## config.mk

```make
export PLATFORM = sky130hd
export DESIGN_NAME = adcm_top
export DESIGN_NICKNAME = d
export VERILOG_FILES = /design/src/pkg/adcm_pkg.sv /design/src/logic/adcm_top.sv
export SDC_FILE = /design/constraint.sdc
export NUM_CORES = 1
export LEC_CHECK = 0
export BUFFER_PORTS_ARGS = -buffer_cell sky130_fd_sc_hd__buf_2
export CORE_UTILIZATION = 62
export DETAILED_ROUTE_END_ITERATION = 7
export GPL_ROUTABILITY_DRIVEN = 0
export PLACE_DENSITY = 0.8
export SETUP_SLACK_MARGIN = 0.2
export SLEW_MARGIN = 20
export SYNTH_ARGS = -nofsm -noshare
export SYNTH_HDL_FRONTEND = slang
export SYNTH_SLANG_ARGS = --single-unit
```

## constraint.sdc

```tcl
create_clock -name clk_i -period 2.7 [get_ports clk_i]
set_clock_uncertainty 0.15 [all_clocks]
set_input_delay 0.27 -clock clk_i [delete_from_list [all_inputs] [get_ports clk_i]]
set_output_delay 0.27 -clock clk_i [all_outputs]
set_load 0.005 [all_outputs]
```

## src/pkg/adcm_pkg.sv

```systemverilog
// adcm_pkg: constants and types of the alarm delay and contact mode block
// assumes one 200 MHz clock and byte addresses on the register port
package adcm_pkg;
  // clock and second tick
  localparam int unsigned CLK_HZ = 200_000_000;
  localparam int unsigned TICK_S = 1;
  localparam int unsigned SEC_CYCLES_DFLT = TICK_S * CLK_HZ;
  // delay settings, minutes.seconds
  localparam logic [5:0] SEC_MAX = 6'h3B;
  localparam logic [6:0] MIN_MAX = 7'h63;
  localparam int unsigned N_CHAN = 8;
  localparam logic [3:0] GRP_MAX = 4'h8;
  localparam logic [3:0] GRP_RST = 4'h4;
  // contact internal relay numbers
  localparam logic [12:0] RLY_ONE = 13'h13A1;
  localparam logic [12:0] RLY_TWO = 13'h13A2;
  localparam logic [12:0] RLY_THREE = 13'h13A3;
  localparam logic [12:0] RLY_SIXTEEN = 13'h13B6;
  // contact functions, one assignment register each
  localparam int unsigned FN_AM = 0;
  localparam int unsigned FN_RL = 1;
  localparam int unsigned FN_SR = 2;
  localparam int unsigned FN_CAS = 3;
  localparam int unsigned FN_AUTO = 4;
  localparam int unsigned FN_MAN = 5;
  localparam int unsigned FN_REM = 6;
  localparam int unsigned FN_N = 7;
  // register offsets
  localparam logic [7:0] OFF_CTRL = 8'h00;
  localparam logic [7:0] OFF_MODE = 8'h04;
  localparam logic [7:0] OFF_STAT = 8'h08;
  localparam logic [7:0] OFF_FN_BASE = 8'h20;
  localparam logic [7:0] OFF_DLY_BASE = 8'h40;
  localparam logic [7:0] BLK_MASK = 8'hE3;
  // control register fields
  localparam int unsigned CT_GRP = 0;
  localparam int unsigned CT_GATE = 4;
  localparam int unsigned CT_CTLM = 6;
  localparam int unsigned CT_RALM = 8;
  localparam int unsigned CT_RSRC = 9;
  localparam int unsigned CT_RPOL = 12;
  localparam int unsigned CT_LP2 = 13;
  localparam int unsigned CT_CTYPE = 16;
  // delay register fields
  localparam int unsigned DL_ONS = 0;
  localparam int unsigned DL_ONM = 8;
  localparam int unsigned DL_OFS = 16;
  localparam int unsigned DL_OFM = 24;
  // alarm gating modes
  localparam logic [1:0] GATE_ALWAYS = 2'h0;
  localparam logic [1:0] GATE_NO_STOP = 2'h1;
  localparam logic [1:0] GATE_NO_STOP_MAN = 2'h2;
  typedef enum logic [1:0] {OPM_MAN, OPM_AUTO, OPM_CAS} adcm_opm_t;
  typedef enum logic [1:0] {CTL_SINGLE, CTL_CASCADE, CTL_CAS_SECOND}
    adcm_ctl_t;
  typedef enum logic {CH_IDLE, CH_ACTIVE} adcm_ch_t;
endpackage

```

## src/logic/adcm_top.sv

```systemverilog
// adcm_top: alarm on/off delay channels, relay polarity, mode gating,
// contact input functions mapped onto the operation mode
// assumes contact inputs may be asynchronous; registers on a plain port
// How it works
// - alarm rises only after its condition held for the on-delay.
// - condition lost during on-delay clears the timer, no alarm.
// - after condition clears, alarm stays on for the off-delay.
// - condition back during off-delay resets timer, alarm stays.
// - eight channels, own on and off delays, up to 99:59.
// - control relay carries an alarm when not doing control duty.
// - relay polarity 0 closes on event, 1 opens on event.
// - gating 0 always, 1 off in STOP, 2 off in STOP or MAN.
// - an input already on at power-up counts as rising.
// - inputs are picked by relay numbers 5025-5027 and 5046.
// - energized contact type runs a function while contact is on.
// - auto/manual level: on AUTO and locked, off MAN and free.
// - auto/manual level ignored in either cascade control mode.
// - remote/local level: on REMOTE and locked, off LOCAL.
// - stop/run level sets STOP/RUN, locks while assigned.
// - cascade request rising edge in cascade control selects CAS.
// - auto request rising edge in cascade control selects AUTO.
// - manual request rising edge selects MAN.
// - far setpoint request rising edge selects REMOTE.
// - loop-two lamp lit in cascade while loop two is shown.
// - group count 0 to 8; unused channels and timers stop.
`timescale 1ns/1ps
`default_nettype none

module adcm_chan
  import adcm_pkg::*;
(
  input wire logic clk_i,
  input wire logic rstn_i,
  input wire logic tick_i,
  input wire logic en_i,
  input wire logic cond_i,
  input wire logic [6:0] on_min_i,
  input wire logic [5:0] on_sec_i,
  input wire logic [6:0] off_min_i,
  input wire logic [5:0] off_sec_i,
  output logic out_o
);
  adcm_ch_t st_reg, st_next;
  logic [6:0] min_reg, min_next;
  logic [5:0] sec_reg, sec_next;
  wire sec_wrap = (sec_reg == SEC_MAX);
  wire [5:0] sec_inc = sec_wrap ? 6'h00 : 6'(sec_reg + 6'h01);
  wire [6:0] min_inc = sec_wrap ? 7'(min_reg + 7'h01) : min_reg;
  wire on_done = (min_reg == on_min_i) && (sec_reg == on_sec_i);
  wire off_done = (min_reg == off_min_i) && (sec_reg == off_sec_i);
  always_comb begin
    st_next = st_reg;
    sec_next = sec_reg;
    min_next = min_reg;
    case (st_reg)
      CH_IDLE: begin
        if (!cond_i) begin
          sec_next = 6'h00;
          min_next = 7'h00;
        end else if (on_done) begin
          st_next = CH_ACTIVE;
          sec_next = 6'h00;
          min_next = 7'h00;
        end else if (tick_i) begin
          sec_next = sec_inc;
          min_next = min_inc;
        end
      end
      CH_ACTIVE: begin
        if (cond_i) begin
          sec_next = 6'h00;
          min_next = 7'h00;
        end else if (off_done) begin
          st_next = CH_IDLE;
          sec_next = 6'h00;
          min_next = 7'h00;
        end else if (tick_i) begin
          sec_next = sec_inc;
          min_next = min_inc;
        end
      end
      default: st_next = CH_IDLE;
    endcase
    if (!en_i) begin
      st_next = CH_IDLE;
      sec_next = 6'h00;
      min_next = 7'h00;
    end
  end

  always_ff @(posedge clk_i or negedge rstn_i) begin
    if (!rstn_i) begin
      st_reg <= CH_IDLE;
      sec_reg <= 6'h00;
      min_reg <= 7'h00;
      out_o <= 1'b0;
    end else begin
      st_reg <= st_next;
      sec_reg <= sec_next;
      min_reg <= min_next;
      out_o <= (st_next == CH_ACTIVE);
    end
  end
  on_delay_a: assert property (@(posedge clk_i) disable iff (!rstn_i)
    $rose(out_o) |-> $past(cond_i) && $past(on_done) && $past(en_i))
    else $error("alarm rose without its on-delay completing");
  on_abort_a: assert property (@(posedge clk_i) disable iff (!rstn_i)
    (st_reg == CH_IDLE) && !cond_i |=> sec_reg == 6'h00 && min_reg == 7'h00
      && !out_o)
    else $error("on-delay timer not cleared when condition left");
  off_delay_a: assert property (@(posedge clk_i) disable iff (!rstn_i)
    $fell(out_o) |-> !$past(en_i) || (!$past(cond_i) && $past(off_done)))
    else $error("alarm fell before its off-delay completed");
  off_restart_a: assert property (@(posedge clk_i) disable iff (!rstn_i)
    out_o && cond_i && en_i |=> out_o && sec_reg == 6'h00)
    else $error("returning condition did not hold the alarm");
  unused_chan_a: assert property (@(posedge clk_i) disable iff (!rstn_i)
    !en_i |=> !out_o && min_reg == 7'h00)
    else $error("disabled channel still active");
  sec_range_a: assert property (@(posedge clk_i) disable iff (!rstn_i)
    sec_reg == SEC_MAX && tick_i && st_next == st_reg && min_next != 7'h00
      |=> sec_reg == 6'h00)
    else $error("seconds did not roll over at 59");
endmodule
module adcm_top
  import adcm_pkg::*;
#(
  parameter int unsigned SEC_CYCLES = SEC_CYCLES_DFLT
) (
  input wire logic clk_i,
  input wire logic rstn_i,
  input wire logic [7:0] reg_addr_i,
  input wire logic [31:0] reg_wdata_i,
  input wire logic reg_we_i,
  input wire logic reg_re_i,
  output logic [31:0] reg_rdata_o,
  input wire logic [7:0] alarm_cond_i,
  input wire logic input_contact_one_i,
  input wire logic input_contact_two_i,
  input wire logic input_contact_three_i,
  input wire logic input_contact_sixteen_i,
  input wire logic ctrl_out_i,
  output logic [7:0] alarm_o,
  output logic relay_o,
  output logic [1:0] op_mode_o,
  output logic remote_o,
  output logic stop_o,
  output logic am_lock_o,
  output logic rl_lock_o,
  output logic sr_lock_o,
  output logic loop_two_indicator_o
);
  // control settings
  logic [3:0] grp_reg;
  logic [1:0] gate_reg;
  logic [1:0] ctlm_reg;
  logic ralm_reg;
  logic [2:0] rsrc_reg;
  logic rpol_reg;
  logic lp2_reg;
  logic [3:0] ctype_reg;
  logic [12:0] fn_reg [FN_N];
  logic [6:0] onm_reg [N_CHAN];
  logic [5:0] ons_reg [N_CHAN];
  logic [6:0] ofm_reg [N_CHAN];
  logic [5:0] ofs_reg [N_CHAN];
  // mode state
  adcm_opm_t opm_reg, opm_next;
  logic remote_next, stop_next;
  // contacts
  logic [3:0] sync1_reg, sync2_reg, prev_reg;
  logic [31:0] div_reg;
  logic tick_reg;
  logic [31:0] rd_next;
  // second tick; shorten SEC_CYCLES in simulation
  wire div_end = (div_reg == 32'(SEC_CYCLES - 1));
  always_ff @(posedge clk_i or negedge rstn_i) begin
    if (!rstn_i) begin
      div_reg <= 32'h0;
      tick_reg <= 1'b0;
    end else begin
      div_reg <= div_end ? 32'h0 : 32'(div_reg + 32'h1);
      tick_reg <= div_end;
    end
  end
  // prev starts at off, so a contact on at power-up reads as a rise
  wire [3:0] raw = {input_contact_sixteen_i, input_contact_three_i,
                    input_contact_two_i, input_contact_one_i};
  wire [3:0] lvl = sync2_reg ^ ctype_reg;
  wire [3:0] rise = lvl & ~prev_reg;
  wire [3:0] fall = ~lvl & prev_reg;
  always_ff @(posedge clk_i or negedge rstn_i) begin
    if (!rstn_i) begin
      sync1_reg <= 4'h0;
      sync2_reg <= 4'h0;
      prev_reg <= 4'h0;
    end else begin
      sync1_reg <= raw;
      sync2_reg <= sync1_reg;
      prev_reg <= lvl;
    end
  end
  logic [FN_N-1:0] fn_ok, fn_lvl, fn_rise, fn_fall;
  for (genvar f = 0; f < FN_N; f++) begin : g_fn
    wire [3:0] m = {fn_reg[f] == RLY_SIXTEEN, fn_reg[f] == RLY_THREE,
                    fn_reg[f] == RLY_TWO, fn_reg[f] == RLY_ONE};
    assign fn_ok[f] = |m;
    assign fn_lvl[f] = |(m & lvl);
    assign fn_rise[f] = |(m & rise);
    assign fn_fall[f] = |(m & fall);
  end
  // register decode
  wire wr_ctrl = reg_we_i && (reg_addr_i == OFF_CTRL);
  wire wr_mode = reg_we_i && (reg_addr_i == OFF_MODE);
  wire fn_blk = ((reg_addr_i & BLK_MASK) == OFF_FN_BASE);
  wire dly_blk = ((reg_addr_i & BLK_MASK) == OFF_DLY_BASE);
  wire [2:0] idx = reg_addr_i[4:2];
  wire fn_hit = fn_blk && (32'(idx) < FN_N);
  wire [3:0] grp_w = reg_wdata_i[CT_GRP+:4];
  wire [1:0] gate_w = reg_wdata_i[CT_GATE+:2];
  wire [1:0] ctlm_w = reg_wdata_i[CT_CTLM+:2];
  // mode control; contact levels outrank edges, edges outrank software
  wire is_cas = (ctlm_reg == CTL_CASCADE);
  wire any_cas = is_cas || (ctlm_reg == CTL_CAS_SECOND);
  wire am_act = fn_ok[FN_AM] && !any_cas;
  wire am_lock = am_act && fn_lvl[FN_AM];
  wire rl_lock = fn_ok[FN_RL] && fn_lvl[FN_RL];
  wire sr_act = fn_ok[FN_SR];
  wire [1:0] opm_w = reg_wdata_i[1:0];
  wire sw_opm = wr_mode && !am_lock && (opm_w != 2'h3);
  always_comb begin
    opm_next = opm_reg;
    if (am_lock)
      opm_next = OPM_AUTO;
    else if (am_act && fn_fall[FN_AM])
      opm_next = OPM_MAN;
    else if (fn_ok[FN_MAN] && fn_rise[FN_MAN])
      opm_next = OPM_MAN;
    else if (is_cas && fn_ok[FN_AUTO] && fn_rise[FN_AUTO])
      opm_next = OPM_AUTO;
    else if (is_cas && fn_ok[FN_CAS] && fn_rise[FN_CAS])
      opm_next = OPM_CAS;
    else if (sw_opm)
      opm_next = adcm_opm_t'(opm_w);
  end
  assign remote_next = rl_lock ? 1'b1 :
    (fn_ok[FN_RL] && fn_fall[FN_RL]) ? 1'b0 :
    (fn_ok[FN_REM] && fn_rise[FN_REM]) ? 1'b1 :
    wr_mode ? reg_wdata_i[2] : remote_o;
  assign stop_next = sr_act ? fn_lvl[FN_SR] :
    wr_mode ? reg_wdata_i[3] : stop_o;
  // alarm gating and channels
  wire is_man = (opm_reg == OPM_MAN);
  wire gate_ok = (gate_reg == GATE_ALWAYS) ||
    ((gate_reg == GATE_NO_STOP) && !stop_o) ||
    ((gate_reg == GATE_NO_STOP_MAN) && !stop_o && !is_man);
  for (genvar k = 0; k < N_CHAN; k++) begin : g_ch
    wire ch_en = (k < grp_reg) && gate_ok;
    adcm_chan u_chan (
      .clk_i(clk_i),
      .rstn_i(rstn_i),
      .tick_i(tick_reg),
      .en_i(ch_en),
      .cond_i(alarm_cond_i[k]),
      .on_min_i(onm_reg[k]),
      .on_sec_i(ons_reg[k]),
      .off_min_i(ofm_reg[k]),
      .off_sec_i(ofs_reg[k]),
      .out_o(alarm_o[k])
    );
  end
  // control relay terminal
  wire evt = alarm_o[rsrc_reg];
  wire relay_next = ralm_reg ? (evt ^ rpol_reg) : ctrl_out_i;
  // out-of-range delays and group counts are clamped; out-of-range gating and control modes are refused
  function automatic logic [5:0] clamp_sec(input logic [7:0] v);
    clamp_sec = (v > 8'(SEC_MAX)) ? SEC_MAX : v[5:0];
  endfunction
  function automatic logic [6:0] clamp_min(input logic [7:0] v);
    clamp_min = (v > 8'(MIN_MAX)) ? MIN_MAX : v[6:0];
  endfunction
  always_ff @(posedge clk_i or negedge rstn_i) begin
    if (!rstn_i) begin
      grp_reg <= GRP_RST;
      gate_reg <= GATE_ALWAYS;
      ctlm_reg <= CTL_SINGLE;
      ralm_reg <= 1'b0;
      rsrc_reg <= 3'h0;
      rpol_reg <= 1'b0;
      lp2_reg <= 1'b0;
      ctype_reg <= 4'h0;
      for (int i = 0; i < FN_N; i++)
        fn_reg[i] <= 13'h0000;
      for (int i = 0; i < N_CHAN; i++) begin
        onm_reg[i] <= 7'h00;
        ons_reg[i] <= 6'h00;
        ofm_reg[i] <= 7'h00;
        ofs_reg[i] <= 6'h00;
      end
    end else begin
      if (wr_ctrl) begin
        grp_reg <= (grp_w > GRP_MAX) ? GRP_MAX : grp_w;
        gate_reg <= (gate_w > GATE_NO_STOP_MAN) ? gate_reg : gate_w;
        ctlm_reg <= (ctlm_w > CTL_CAS_SECOND) ? ctlm_reg : ctlm_w;
        ralm_reg <= reg_wdata_i[CT_RALM];
        rsrc_reg <= reg_wdata_i[CT_RSRC+:3];
        rpol_reg <= reg_wdata_i[CT_RPOL];
        lp2_reg <= reg_wdata_i[CT_LP2];
        ctype_reg <= reg_wdata_i[CT_CTYPE+:4];
      end
      if (reg_we_i && fn_hit)
        fn_reg[idx] <= reg_wdata_i[12:0];
      if (reg_we_i && dly_blk) begin
        ons_reg[idx] <= clamp_sec(reg_wdata_i[DL_ONS+:8]);
        onm_reg[idx] <= clamp_min(reg_wdata_i[DL_ONM+:8]);
        ofs_reg[idx] <= clamp_sec(reg_wdata_i[DL_OFS+:8]);
        ofm_reg[idx] <= clamp_min(reg_wdata_i[DL_OFM+:8]);
      end
    end
  end

  always_comb begin
    rd_next = 32'h0;
    if (reg_addr_i == OFF_CTRL) begin
      rd_next[CT_GRP+:4] = grp_reg;
      rd_next[CT_GATE+:2] = gate_reg;
      rd_next[CT_CTLM+:2] = ctlm_reg;
      rd_next[CT_RALM] = ralm_reg;
      rd_next[CT_RSRC+:3] = rsrc_reg;
      rd_next[CT_RPOL] = rpol_reg;
      rd_next[CT_LP2] = lp2_reg;
      rd_next[CT_CTYPE+:4] = ctype_reg;
    end else if (reg_addr_i == OFF_MODE) begin
      rd_next[6:0] = {sr_lock_o, rl_lock_o, am_lock_o, stop_o, remote_o,
                      op_mode_o};
    end else if (reg_addr_i == OFF_STAT) begin
      rd_next[12:0] = {relay_o, lvl, alarm_o};
    end else if (fn_hit) begin
      rd_next[12:0] = fn_reg[idx];
    end else if (dly_blk) begin
      rd_next[DL_ONS+:6] = ons_reg[idx];
      rd_next[DL_ONM+:7] = onm_reg[idx];
      rd_next[DL_OFS+:6] = ofs_reg[idx];
      rd_next[DL_OFM+:7] = ofm_reg[idx];
    end
  end

  always_ff @(posedge clk_i or negedge rstn_i) begin
    if (!rstn_i) begin
      reg_rdata_o <= 32'h0;
      opm_reg <= OPM_MAN;
      op_mode_o <= 2'h0;
      remote_o <= 1'b0;
      stop_o <= 1'b0;
      am_lock_o <= 1'b0;
      rl_lock_o <= 1'b0;
      sr_lock_o <= 1'b0;
      relay_o <= 1'b0;
      loop_two_indicator_o <= 1'b0;
    end else begin
      reg_rdata_o <= reg_re_i ? rd_next : 32'h0;
      opm_reg <= opm_next;
      op_mode_o <= opm_next;
      remote_o <= remote_next;
      stop_o <= stop_next;
      am_lock_o <= am_lock;
      rl_lock_o <= rl_lock;
      sr_lock_o <= sr_act;
      relay_o <= relay_next;
      loop_two_indicator_o <= is_cas && lp2_reg;
    end
  end
  am_level_a: assert property (@(posedge clk_i) disable iff (!rstn_i)
    am_act && fn_lvl[FN_AM] |=> op_mode_o == OPM_AUTO && am_lock_o)
    else $error("auto/manual contact on did not force AUTO");
  am_cascade_a: assert property (@(posedge clk_i) disable iff (!rstn_i)
    any_cas |=> !am_lock_o)
    else $error("auto/manual contact acted in cascade control");
  man_edge_a: assert property (@(posedge clk_i) disable iff (!rstn_i)
    fn_ok[FN_MAN] && fn_rise[FN_MAN] && !am_act |=> op_mode_o == OPM_MAN)
    else $error("manual request edge did not select MAN");
  far_sp_edge_a: assert property (@(posedge clk_i) disable iff (!rstn_i)
    fn_ok[FN_REM] && fn_rise[FN_REM] && !fn_ok[FN_RL] |=> remote_o)
    else $error("far setpoint edge did not select REMOTE");
  stop_level_a: assert property (@(posedge clk_i) disable iff (!rstn_i)
    sr_act |=> stop_o == $past(fn_lvl[FN_SR]) && sr_lock_o)
    else $error("stop/run contact not followed");
  relay_pol_a: assert property (@(posedge clk_i) disable iff (!rstn_i)
    ralm_reg |=> relay_o == ($past(evt) ^ $past(rpol_reg)))
    else $error("relay contact polarity wrong");
  stop_gate_a: assert property (@(posedge clk_i) disable iff (!rstn_i)
    gate_reg != GATE_ALWAYS && stop_o ##1 gate_reg != GATE_ALWAYS && stop_o
      |=> alarm_o == 8'h00)
    else $error("alarm active while gated off in STOP");
  pwrup_rise_a: assert property (@(posedge clk_i) disable iff (!rstn_i)
    $rose(rstn_i) ##2 lvl[0] |-> rise[0])
    else $error("contact on at power-up not seen as rising");
endmodule
`default_nettype wire

```

# [After elaboration in Yosys (flattened, before gate mapping)]
# Cells that the tools add are included.
[word_totals] register_bits=514 inputBits=57 wordCells=550
[classes] add_sub_neg=17 order_cmp=19 n_eq_ne=78 muxes=247 n_bitwise=26 n_reduce_logical=78
[ops] operator="$mux 7" n=70
[ops] operator="$mux 6" n=69
[ops] operator="$eq 13x13->1 const B" n=28
[ops] operator="$bwmux 56" n=2
[ops] operator="$eq 7x7->1" n=16
[ops] operator="$pmux 7 s2" n=8
[ops] operator="$bwmux 48" n=2
[ops] operator="$eq 6x6->1" n=16
[ops] operator="$pmux 6 s2" n=8
[ops] operator="$bwmux 91" n=1
[ops] operator="$reduce_or 4->1" n=16
[ops] operator="$add 7x1->7 const B" n=8
[ops] operator="$mux 13" n=4
[ops] operator="$mux 1" n=49
[ops] operator="$add 6x1->6 const B" n=8
[ops] operator="$eq 6x6->1 const B" n=8
[ops] operator="$logic_and 1x1->1" n=47
[ops] operator="$and 4x4->4" n=11
[ops] operator="$bmux 7 s3" n=2
[ops] operator="$bmux 13 s3" n=1
[ops] operator="$demux 13 s3" n=1
[ops] operator="$bmux 6 s3" n=2
[ops] operator="$add 32x1->32 const B" n=1
[ops] operator="$eq 32x28->1 const B" n=1
[ops] operator="42 further kinds" n=86

# [Logic depth before layout (Yosys ltp)]
# Gate-level depths: netlist of the first run.
[logic_depth] word_depth=14 ltp_mapped=9

# [Cells and area by module]
# A second synthesis of the first run with hierarchy kept.
[unflattened] cells_unflattened=2678 hier_area_um2=27749.1
[modules_own_cells] mod="adcm_top" n_inst=1 cells_each=1630 area_each_um2=18370.1 seq_area_each_um2=9985.8
[modules_own_cells] mod="adcm_chan" n_inst=8 cells_each=131 area_each_um2=1172.4 seq_area_each_um2=350.3

# [Worst setup path after synthesis of the first run]
# No wires, ideal clock.
[synth_timing] path_type="flip-flop to flip-flop" from="register g_ch[7].u_chan.sec_reg[0]" to="register g_ch[7].u_chan.min_reg[6]" setup_time_ns=0.077 t_arrival_ns=1.836 t_required_ns=2.473 slack_ns=0.637 path_stages_with_launch=7 n_path_buf=0 period_less_slack_ns=2.063 cell_sequence="dfrtp_1 > ha_1 > nand2_1 > nor4_4 > nand4_2 > or3_1 > a21oi_1"
[synth_via] elab_chain_cells=7 elab_cells_between_ends=13
[synth_lines] item="start: declaration" line="adcm_top.sv:45" source="logic [5:0] sec_reg, sec_next;"
[synth_lines] item="start signal: assignment" line="adcm_top.sv:99" source="sec_reg <= sec_next;"
[synth_lines] item="$eq 6x6->1" line="adcm_top.sv:46" source="wire sec_wrap = (sec_reg == SEC_MAX);"
[synth_lines] item="$mux 7" line="adcm_top.sv:48" source="wire [6:0] min_inc = sec_wrap ? 7'(min_reg + 7'h01) : min_reg;"
[synth_lines] item="$mux 7" line="adcm_top.sv:64, adcm_top.sv:77"
[synth_lines] item="$mux 7 (on tied branches)" line="adcm_top.sv:73, adcm_top.sv:60"
[synth_lines] item="$mux 7 (on tied branches)" line="adcm_top.sv:70, adcm_top.sv:57"
[synth_lines] item="$pmux 7 s2 (*)" line="adcm_top.sv:55" source="case (st_reg)"
[synth_lines] item="$mux 7 (*)" line="adcm_top.sv:84" source="if (!en_i) begin"
[synth_lines] item="net g_ch[7].u_chan.min_next[6]" line="adcm_top.sv:44" source="logic [6:0] min_reg, min_next;"
[synth_lines] item="end signal: assignment" line="adcm_top.sv:100" source="min_reg <= min_next;"
[synth_lines] item="end: declaration" line="adcm_top.sv:44"
# Mark *: on every way through the listed nets, which the timed path passes. The rest lies on a longest branch.
# A chain may end at the register's enable or synchronous reset.

# [Worst setup path in the final report of the first run]
[layout_timing] from="register ctype_reg[1]" to="register opm_reg[1]"
[layout_via] elab_chain_cells=10 elab_cells_between_ends=28
[layout_lines] item="start: declaration" line="adcm_top.sv:161" source="logic [3:0] ctype_reg;"
[layout_lines] item="start signal: assignment" line="adcm_top.sv:309" source="ctype_reg <= reg_wdata_i[CT_CTYPE+:4];"
[layout_lines] item="$xor 4x4->4 (*)" line="adcm_top.sv:189" source="wire [3:0] lvl = sync2_reg ^ ctype_reg;"
[layout_lines] item="net lvl[1]" line="adcm_top.sv:189"
[layout_lines] item="$and 4x4->4" line="adcm_top.sv:190" source="wire [3:0] rise = lvl & ~prev_reg;"
[layout_lines] item="$and 4x4->4" line="adcm_top.sv:209" source="assign fn_rise[f] = |(m & rise);"
[layout_lines] item="$reduce_or 4->1" line="adcm_top.sv:209"
[layout_lines] item="$logic_and 1x1->1" line="adcm_top.sv:241" source="else if (is_cas && fn_ok[FN_CAS] && fn_rise[FN_CAS])"
[layout_lines] item="$mux 2" line="adcm_top.sv:241"
[layout_lines] item="$mux 2" line="adcm_top.sv:239" source="else if (is_cas && fn_ok[FN_AUTO] && fn_rise[FN_AUTO])"
[layout_lines] item="$mux 2" line="adcm_top.sv:237" source="else if (fn_ok[FN_MAN] && fn_rise[FN_MAN])"
[layout_lines] item="$mux 2" line="adcm_top.sv:235" source="else if (am_act && fn_fall[FN_AM])"
[layout_lines] item="$mux 2" line="adcm_top.sv:233" source="if (am_lock)"
[layout_lines] item="end signal: assignment" line="adcm_top.sv:362" source="opm_reg <= opm_next;"
[layout_lines] item="end: declaration" line="adcm_top.sv:168" source="adcm_opm_t opm_reg, opm_next;"
# Marked as above.

==> results.py, run 1 <==
metrics = {
    "critical_path": {
        "r2r_start": "ctype_reg[1]",
        "critPathKind": "flop to flop",
        "cp-end-kind": "flop",
        "critPathLaunchType": "flop",
        "required_ps": 3080,
        "startpoint": "ctype_reg[1]",
        "r2r-end": "opm_reg[1]",
        "cp.arrival_ps": 2770,
        "reg2reg_depth": 7,
        "rrSetupSlack_ps": 310,
        "cp_max_fo": 8,
    },
    "power_and_ir_drop": {
        "intPower_uw": 13000,
        "cellPowerDensity_nw_per_um2": 594,
        "seqPwrFrac": 0.478,
        "ir_drop_uv": 595,
        "switchingPower_uw": 4460,
        "p_comb_frac": 0.093,
        "leakage_uw": 0.0133,
        "clockPowerShare": 0.429,
        "power_uw": 17500,
        "switching_share": 0.255,
    },
    "route": {
        "drtIter0Drc": 2875,
        "drt_first_pass_iters": 6,
        "via_per_inst": 6.62,
        "via_count": 20800,
        "drc_errors": 0,
        "post_drt_wl_per_cell_um": 25.1,
        "routed_wl_um": 78900,
        "ant_nets": 0,
    },
    "sta": {
        "rsz0062_at_grt": "no",
        "worst_slack_ps": 314,
        "maxSlewViolCount": 0,
        "fin_crit_ps": 2390,
        "max_slew_margin": 0.327,
        "timing.fmax_mhz": 419,
        "tns_ps": 0,
        "worst_pin_slew_ps": 1010,
        "hold_viol": 0,
        "finalCritPeriodShare": 0.884,
        "setup_viol": 0,
    },
    "finish": {
        "fin_nets": 2652,
        "largest_reg_flops": 91,
        "synthToLayoutAreaGrowth_pct": 12.9,
        "diodes": 0,
        "drive_gt1_frac": 0.183,
    },
    "place": {
        "pre_cts_slack_ps": 249,
        "io_buffers": 101,
        "dp_hpwl_um": 56200,
    },
    "global_route": {
        "grtUsageMet3": 0.0960,
        "use_met2": 0.570,
        "grt_pass1_vias": 20400,
        "gr-total-overflow": 0,
        "grt_max_degree": 92,
        "grt-busiest-layer": "met2",
        "grt_pass1_wl_um": 122000,
        "antenna_found_initial": 0,
        "met1_usage": 0.502,
        "grt_usage": 0.373,
    },
    "clock_network": {
        "htree_levels": 2,
        "cts_root_buffer": "clkbuf_16",
        "clk_latency_ps": 630,
        "path_clk_slew_ps": 60,
        "post_cts_buffers": 0,
        "cts_buffer_depth": 3,
        "numCtsBuffers": 53,
        "cts_tree": "yes",
        "clock_sinks": 511,
    },
    "hold_path": {
        "min_from": "reg_wdata_i[23]",
        "hold_end": "ofs_reg[11]",
        "hp-class": "input port to flop",
        "hold_depth": 4,
    },
    "synth": {
        "yosys_warnings": 0,
        "synth_top_area_share": 0.489,
        "synth.avg_cell_area_um2": 10.6,
        "yosysSeqAreaShare": 0.490,
        "synth.cell_area_um2": 26100,
        "ys_ff_latch": 511,
        "synth_cells": 2465,
        "synth_area_leader_cell": "dfrtp_1",
        "synth.area.top_cells": "dfrtp_1 49%, xnor2_1 5.9%, mux4_2 5.8%",
        "synthDistinctLibCells": 76,
        "synth-main-ff-cell": "dfrtp_1",
        "synth_edf_count": 0,
        "ys_async_sr_fraction": 1.00,
    },
    "floorplanning": {
        "ios": 106,
        "core_area_um2": 41200,
        "num_rows": 74,
        "die_area_um2": 42900,
        "initial_core_util": 0.633,
        "die_height_um": 207,
        "dieWidth_um": 207,
    },
    "outcome": {
        "status": "complete, no violations",
    },
    "run": {
        "cap_violations": 0,
    },
}
-- critical path, cell delays in order (launching register included) --
cell and delay (ps):
dfrtp_1 400, xnor2_1 690, inv_1 210, a21oi_1 220, o32ai_1 110, a21oi_1 170, o32ai_1 130, a211oi_1 210
-- layout make-up --
class | count | area (µm²)
tap | 532 | 666
clock inverter | 15 | 183
inverter | 10 | 37.5
timing repair buffer | 223 | 1670
multi-input combinational | 1778 | 12500
sequential | 511 | 12800
clock buffer | 79 | 1610
fill | 2766 | 11800
-- cell families (layout without fill, tap and decap cells) --
group	Yosys count	after routing	share of synthesized area
and+or+nand+nor	800	800	0.147
AOI/OAI and AO/OA	402	402	0.0871
xor gates and xnor gates	315	315	0.106
muxes	239	239	0.129
buffers and inverters	179	327	0.0325
other	1	4	0.000144
adders and majority gates	18	18	0.00863
DFF	511	511	0.490
-- worst max-delay path by stage --
stage               slack, ps                         to  cells after the start
global route              230                 opm_reg[1]                      7
detailed placement        250             reg_rdata_o[8]                      6
CTS                       220  g_ch[4].u_chan.sec_reg[5]                      6
global placement          270            reg_rdata_o[13]                      6
finish                    310                 opm_reg[1]                      7
floorplan                 640  g_ch[7].u_chan.min_reg[6]                      6
-- power by group through the flow --
| stage | combinational, µW | sequential [µW] | clock (µW) |
|---|---|---|---|
| after CTS | 1590 | 8310 | 7530 |
| after detailed placement | 1530 | 8450 | 0 |
| final | 1630 | 8350 | 7500 |
| after global routing | 1760 | 8350 | 7840 |
| after floorplan | 978 | 8260 | 0 |
| after global placement | 1470 | 8430 | 0 |
-- Yosys cell counts (19+ instances only) --
cell type  number
dfrtp_1       510
nand2_1       328
o21ai_0       252
xnor2_1       176
nor2_1        172
xor2_1        139
mux2_2        110
clkbuf_1       90
mux4_2         67
mux2i_1        62
nand4_1        62
nor3_1         60
a21oi_1        52
buf_2          40
nand3_1        38
buf_4          24
o211ai_1       21
nor4_1         20
nand2b_1       19
-- metal layers --
| layer | wire [µm] | share of wire |
|---|---|---|
| met5 | 0 | 0 |
| met4 | 4360 | 0.055 |
| met3 | 9240 | 0.12 |
| met2 | 36000 | 0.46 |
| met1 | 29300 | 0.37 |
-- through the flow --
stage | cell area [µm²] | util | std cells | hold slack (ps)
floorplan | 26100 | - | 2468 | -176
global placement | 27200 | 0.661 | 3015 | 154
detailed placement | 27200 | 0.661 | 3015 | 153
CTS | 29400 | 0.714 | 3148 | 3.30
global route | 29400 | 0.715 | 3148 | 32.8
finish | 29400 | 0.715 | 3148 | 44.5
-- what timing repair did --
action                                  CTS  global route
endpoints found under the hold margin   220             0
gates resized for setup                   1             5
hold buffers                             39             0
endpoints found under the setup margin    4            52
-- layout by cell type (no fill, tap or decap), drive strengths merged, types with 62 or more instances in the layout --
master  instances
nand2         328
nor2          173
nand4          63
xnor2         176
dfrtp         510
xor2          139
o21ai         262
buf           184
mux2          110
mux2i          62
clkbuf         79
mux4           67
nor3           67
(Power assumes the default switching activity.)
==> run 2, diff against run 1 <==
--- a/config.mk
+++ b/config.mk
@@ -6,12 +6,13 @@
 export NUM_CORES = 1
 export LEC_CHECK = 0
 export BUFFER_PORTS_ARGS = -buffer_cell sky130_fd_sc_hd__buf_2
-export CORE_UTILIZATION = 62
+export CORE_UTILIZATION = 63
 export DETAILED_ROUTE_END_ITERATION = 7
 export GPL_ROUTABILITY_DRIVEN = 0
-export PLACE_DENSITY = 0.8
+export PLACE_DENSITY = 0.81
 export SETUP_SLACK_MARGIN = 0.2
 export SLEW_MARGIN = 20
 export SYNTH_ARGS = -nofsm -noshare
 export SYNTH_HDL_FRONTEND = slang
+export SYNTH_HIERARCHICAL = 1
 export SYNTH_SLANG_ARGS = --single-unit
==> results.py, run 2 <==
metrics = {
    "outcome": {
        "status": "finished with violations",
        "failed_checks": "design-rule violations",
    },
    "critical_path": {
        "crit_chain": "nand4bb_1 -> a2111oi_0 -> o311ai_0 -> a2111oi_0 -> buf_4 -> o22ai_1 -> o21ai_0",
        "critPathLaunchType": "flop",
        "critPathMaxStageDelay_ps": 480,
        "r2r_start": "fn_reg[6]",
        "cpMaxStageDelayCell": "a2111oi_0",
        "crit_family": "compound AO/OA/AOI/OAI gates",
        "cp-end-kind": "flop",
        "critPathKind": "flop to flop",
        "crit_top_cell": "a2111oi_0",
        "r2r-end": "remote_o",
        "path_buf_inv": 1,
        "required_ps": 3100,
        "rrSetupSlack_ps": 410,
        "cp.arrival_ps": 2680,
        "reg2reg_depth": 7,
        "cp_max_fo": 3,
    },
    "power_and_ir_drop": {
        "p_comb_frac": 0.106,
        "ir_drop_uv": 508,
        "leakage_uw": 0.0143,
        "switchingPower_uw": 4840,
        "intPower_uw": 13300,
        "switching_share": 0.266,
        "cellPowerDensity_nw_per_um2": 585,
        "clockPowerShare": 0.432,
        "seqPwrFrac": 0.462,
    },
    "synth": {
        "synth-main-ff-cell": "dfrtp_1",
        "synth_cells": 2678,
        "yosysMostFrequentCell": "dfrtp_1",
        "yosys_warnings": 6,
        "synth.area.top_cells": "dfrtp_1 46%, xnor2_1 5.4%, mux4_2 4.9%",
        "synth_area_leader_cell": "dfrtp_1",
        "synth_top_area_share": 0.460,
        "synthDistinctLibCells": 82,
        "synth_edf_count": 0,
        "synth_common_cells": "510 x dfrtp_1, 346 x nand2_1, 220 x o21ai_0, 172 x xnor2_1, 162 x nor2_1",
        "synth.avg_cell_area_um2": 10.4,
        "ys_async_sr_fraction": 1.00,
        "yosysSeqAreaShare": 0.461,
        "synth.cell_area_um2": 27700,
        "ys_ff_latch": 511,
    },
    "floorplanning": {
        "core_area_um2": 43300,
        "ios": 106,
        "dieWidth_um": 212,
        "initial_core_util": 0.641,
        "die_area_um2": 44900,
        "num_rows": 76,
        "die_height_um": 212,
    },
    "sta": {
        "max_slew_margin": 0.442,
        "worst_pin_slew_ps": 833,
        "timing.fmax_mhz": 438,
        "hold_viol": 0,
        "tns_ps": 0,
        "fin_crit_ps": 2290,
        "finalCritPeriodShare": 0.846,
        "maxSlewViolCount": 0,
        "rsz0062_at_grt": "no",
        "setup_viol": 0,
    },
    "clock_network": {
        "cts_root_buffer": "clkbuf_16",
        "htree_levels": 2,
        "clock_sinks": 511,
        "clk_latency_ps": 630,
        "post_cts_buffers": 0,
        "cts_tree": "yes",
        "path_clk_slew_ps": 60,
        "cts_buffer_depth": 3,
        "numCtsBuffers": 52,
    },
    "place": {
        "placed_cells": 3297,
        "io_buffers": 101,
        "dp_hpwl_um": 62900,
    },
    "hold_path": {
        "hp-class": "input port to flop",
        "min_from": "reg_wdata_i[21]",
        "hold_end": "ofs_reg[41]",
        "hold_depth": 4,
    },
    "route": {
        "ant_nets": 0,
        "drtIter0Drc": 2985,
        "post_drt_wl_per_cell_um": 25.9,
        "drt_first_pass_iters": 8,
        "via_per_inst": 6.73,
        "via_count": 23100,
        "routed_wl_um": 88900,
        "drc_errors": 8,
    },
    "global_route": {
        "grt_max_degree": 118,
        "grt_usage": 0.402,
        "grt_pass1_vias": 22600,
        "gr-total-overflow": 0,
        "antenna_found_initial": 6,
        "grt_pass1_wl_um": 134000,
    },
    "finish": {
        "synthToLayoutAreaGrowth_pct": 11.9,
        "post-route-util": 0.718,
        "fillers": 2920,
        "final_common_cell": "dfrtp_1",
        "fin_nets": 2879,
        "finalNonFillerCells": 3433,
        "drive_gt1_frac": 0.205,
        "largest_reg_flops": 91,
        "layout_common_cells": "509 x dfrtp_1, 346 x nand2_1, 220 x o21ai_0, 172 x xnor2_1, 162 x nor2_1",
    },
    "run": {
        "cap_violations": 0,
    },
}
[run 2: changes by cell type after synthesis, sizes merged, moves of 27 or more]
cell / before / now
nand2: 328 / 355
and2: 6 / 52
inv: 10 / 38
nor3: 67 / 28
a21oi: 53 / 190
o21ai: 262 / 220
mux2i: 62 / 33
[run 2: cells by family (layout without fill, tap and decap cells)]
family | count (synthesis) | after routing | synth area share
compound gates | 531 | 531 | 0.117
xor+xnor | 306 | 306 | 0.0966
fa+ha+maj | 18 | 18 | 0.00812
buf+inv | 209 | 374 | 0.0439
flops | 511 | 511 | 0.461
mux | 223 | 223 | 0.116
other cells | 1 | 6 | 0.000135
simple gates | 879 | 879 | 0.158
[run 2: power groups by stage]
| stage | combinational (µW) | clock (µW) | sequential (µW) |
|---|---|---|---|
| floorplan | 1140 | 0 | 8280 |
| global placement | 1730 | 0 | 8460 |
| detailed placement | 1810 | 0 | 8470 |
| CTS | 1870 | 7890 | 8340 |
| global route | 2080 | 8200 | 8380 |
| finish | 1930 | 7850 | 8390 |
[run 2: timing repair]
action	CTS	global route
hold buffers	38	0
gates resized for setup	0	1
setup endpoints to repair	0	2
hold endpoints to repair	557	0
[run 2: area by class of cell]
type                    count  area, µm²  share of cell area
diodes                      2       5.00            0.000161
clock buffers              67       1470              0.0473
flip-flops and latches    511      12800               0.412
multi-input cells        1961      13800               0.443
repair buffers            240       1760              0.0566
well taps                 585        732              0.0236
inverters                  38        143             0.00459
clock inverters            29        397              0.0128
[run 2: worst max path at each step]
| stage | startpoint | endpoint | slack, ps | depth (start not counted) |
|---|---|---|---|---|
| 2_1_floorplan | tick_reg | g_ch[0].u_chan/min_reg[1] | 210 | 6 |
| 3_3_place_gp | reg_addr_i[1] | reg_rdata_o[18] | 330 | 6 |
| 3_5_place_dp | reg_addr_i[1] | fn_reg[47] | 260 | 6 |
| 4_1_cts | ctlm_reg[1] | opm_reg[0] | 410 | 8 |
| 5_1_grt | ctlm_reg[1] | opm_reg[1] | 240 | 8 |
| 6_report | fn_reg[6] | remote_o | 410 | 7 |
[run 2: worst reg2reg max path: stages, from the launching register on]
cell and delay, ps:
dfrtp_1 400, nand4bb_1 190, a2111oi_0 480, o311ai_0 210
a2111oi_0 460, buf_4 200, o22ai_1 50, o21ai_0 70
[run 2: stage by stage]
step           cell area, µm²  hold WS [ps]  total power, µW  worst slack (ps)
2_1_floorplan           27800          -176             9420               211
3_3_place_gp            28800          16.8            10200               332
5_1_grt                 31100          27.4            18700               236
3_5_place_dp            28800          13.8            10300               257
4_1_cts                 31000          2.93            18100               405
6_report                31100          26.0            18200               415
[run 2: per-layer routing]
| metal | track usage | vias to the layer above | part of all wire |
|---|---|---|---|
| met2 | 0.576 | 1683 | 0.42 |
| met4 | 0.262 | 12 | 0.075 |
| met5 | 0 | - | 0.00082 |
| met3 | 0.155 | 429 | 0.14 |
| li1 | - | 9702 | - |
| met1 | 0.507 | 11300 | 0.36 |
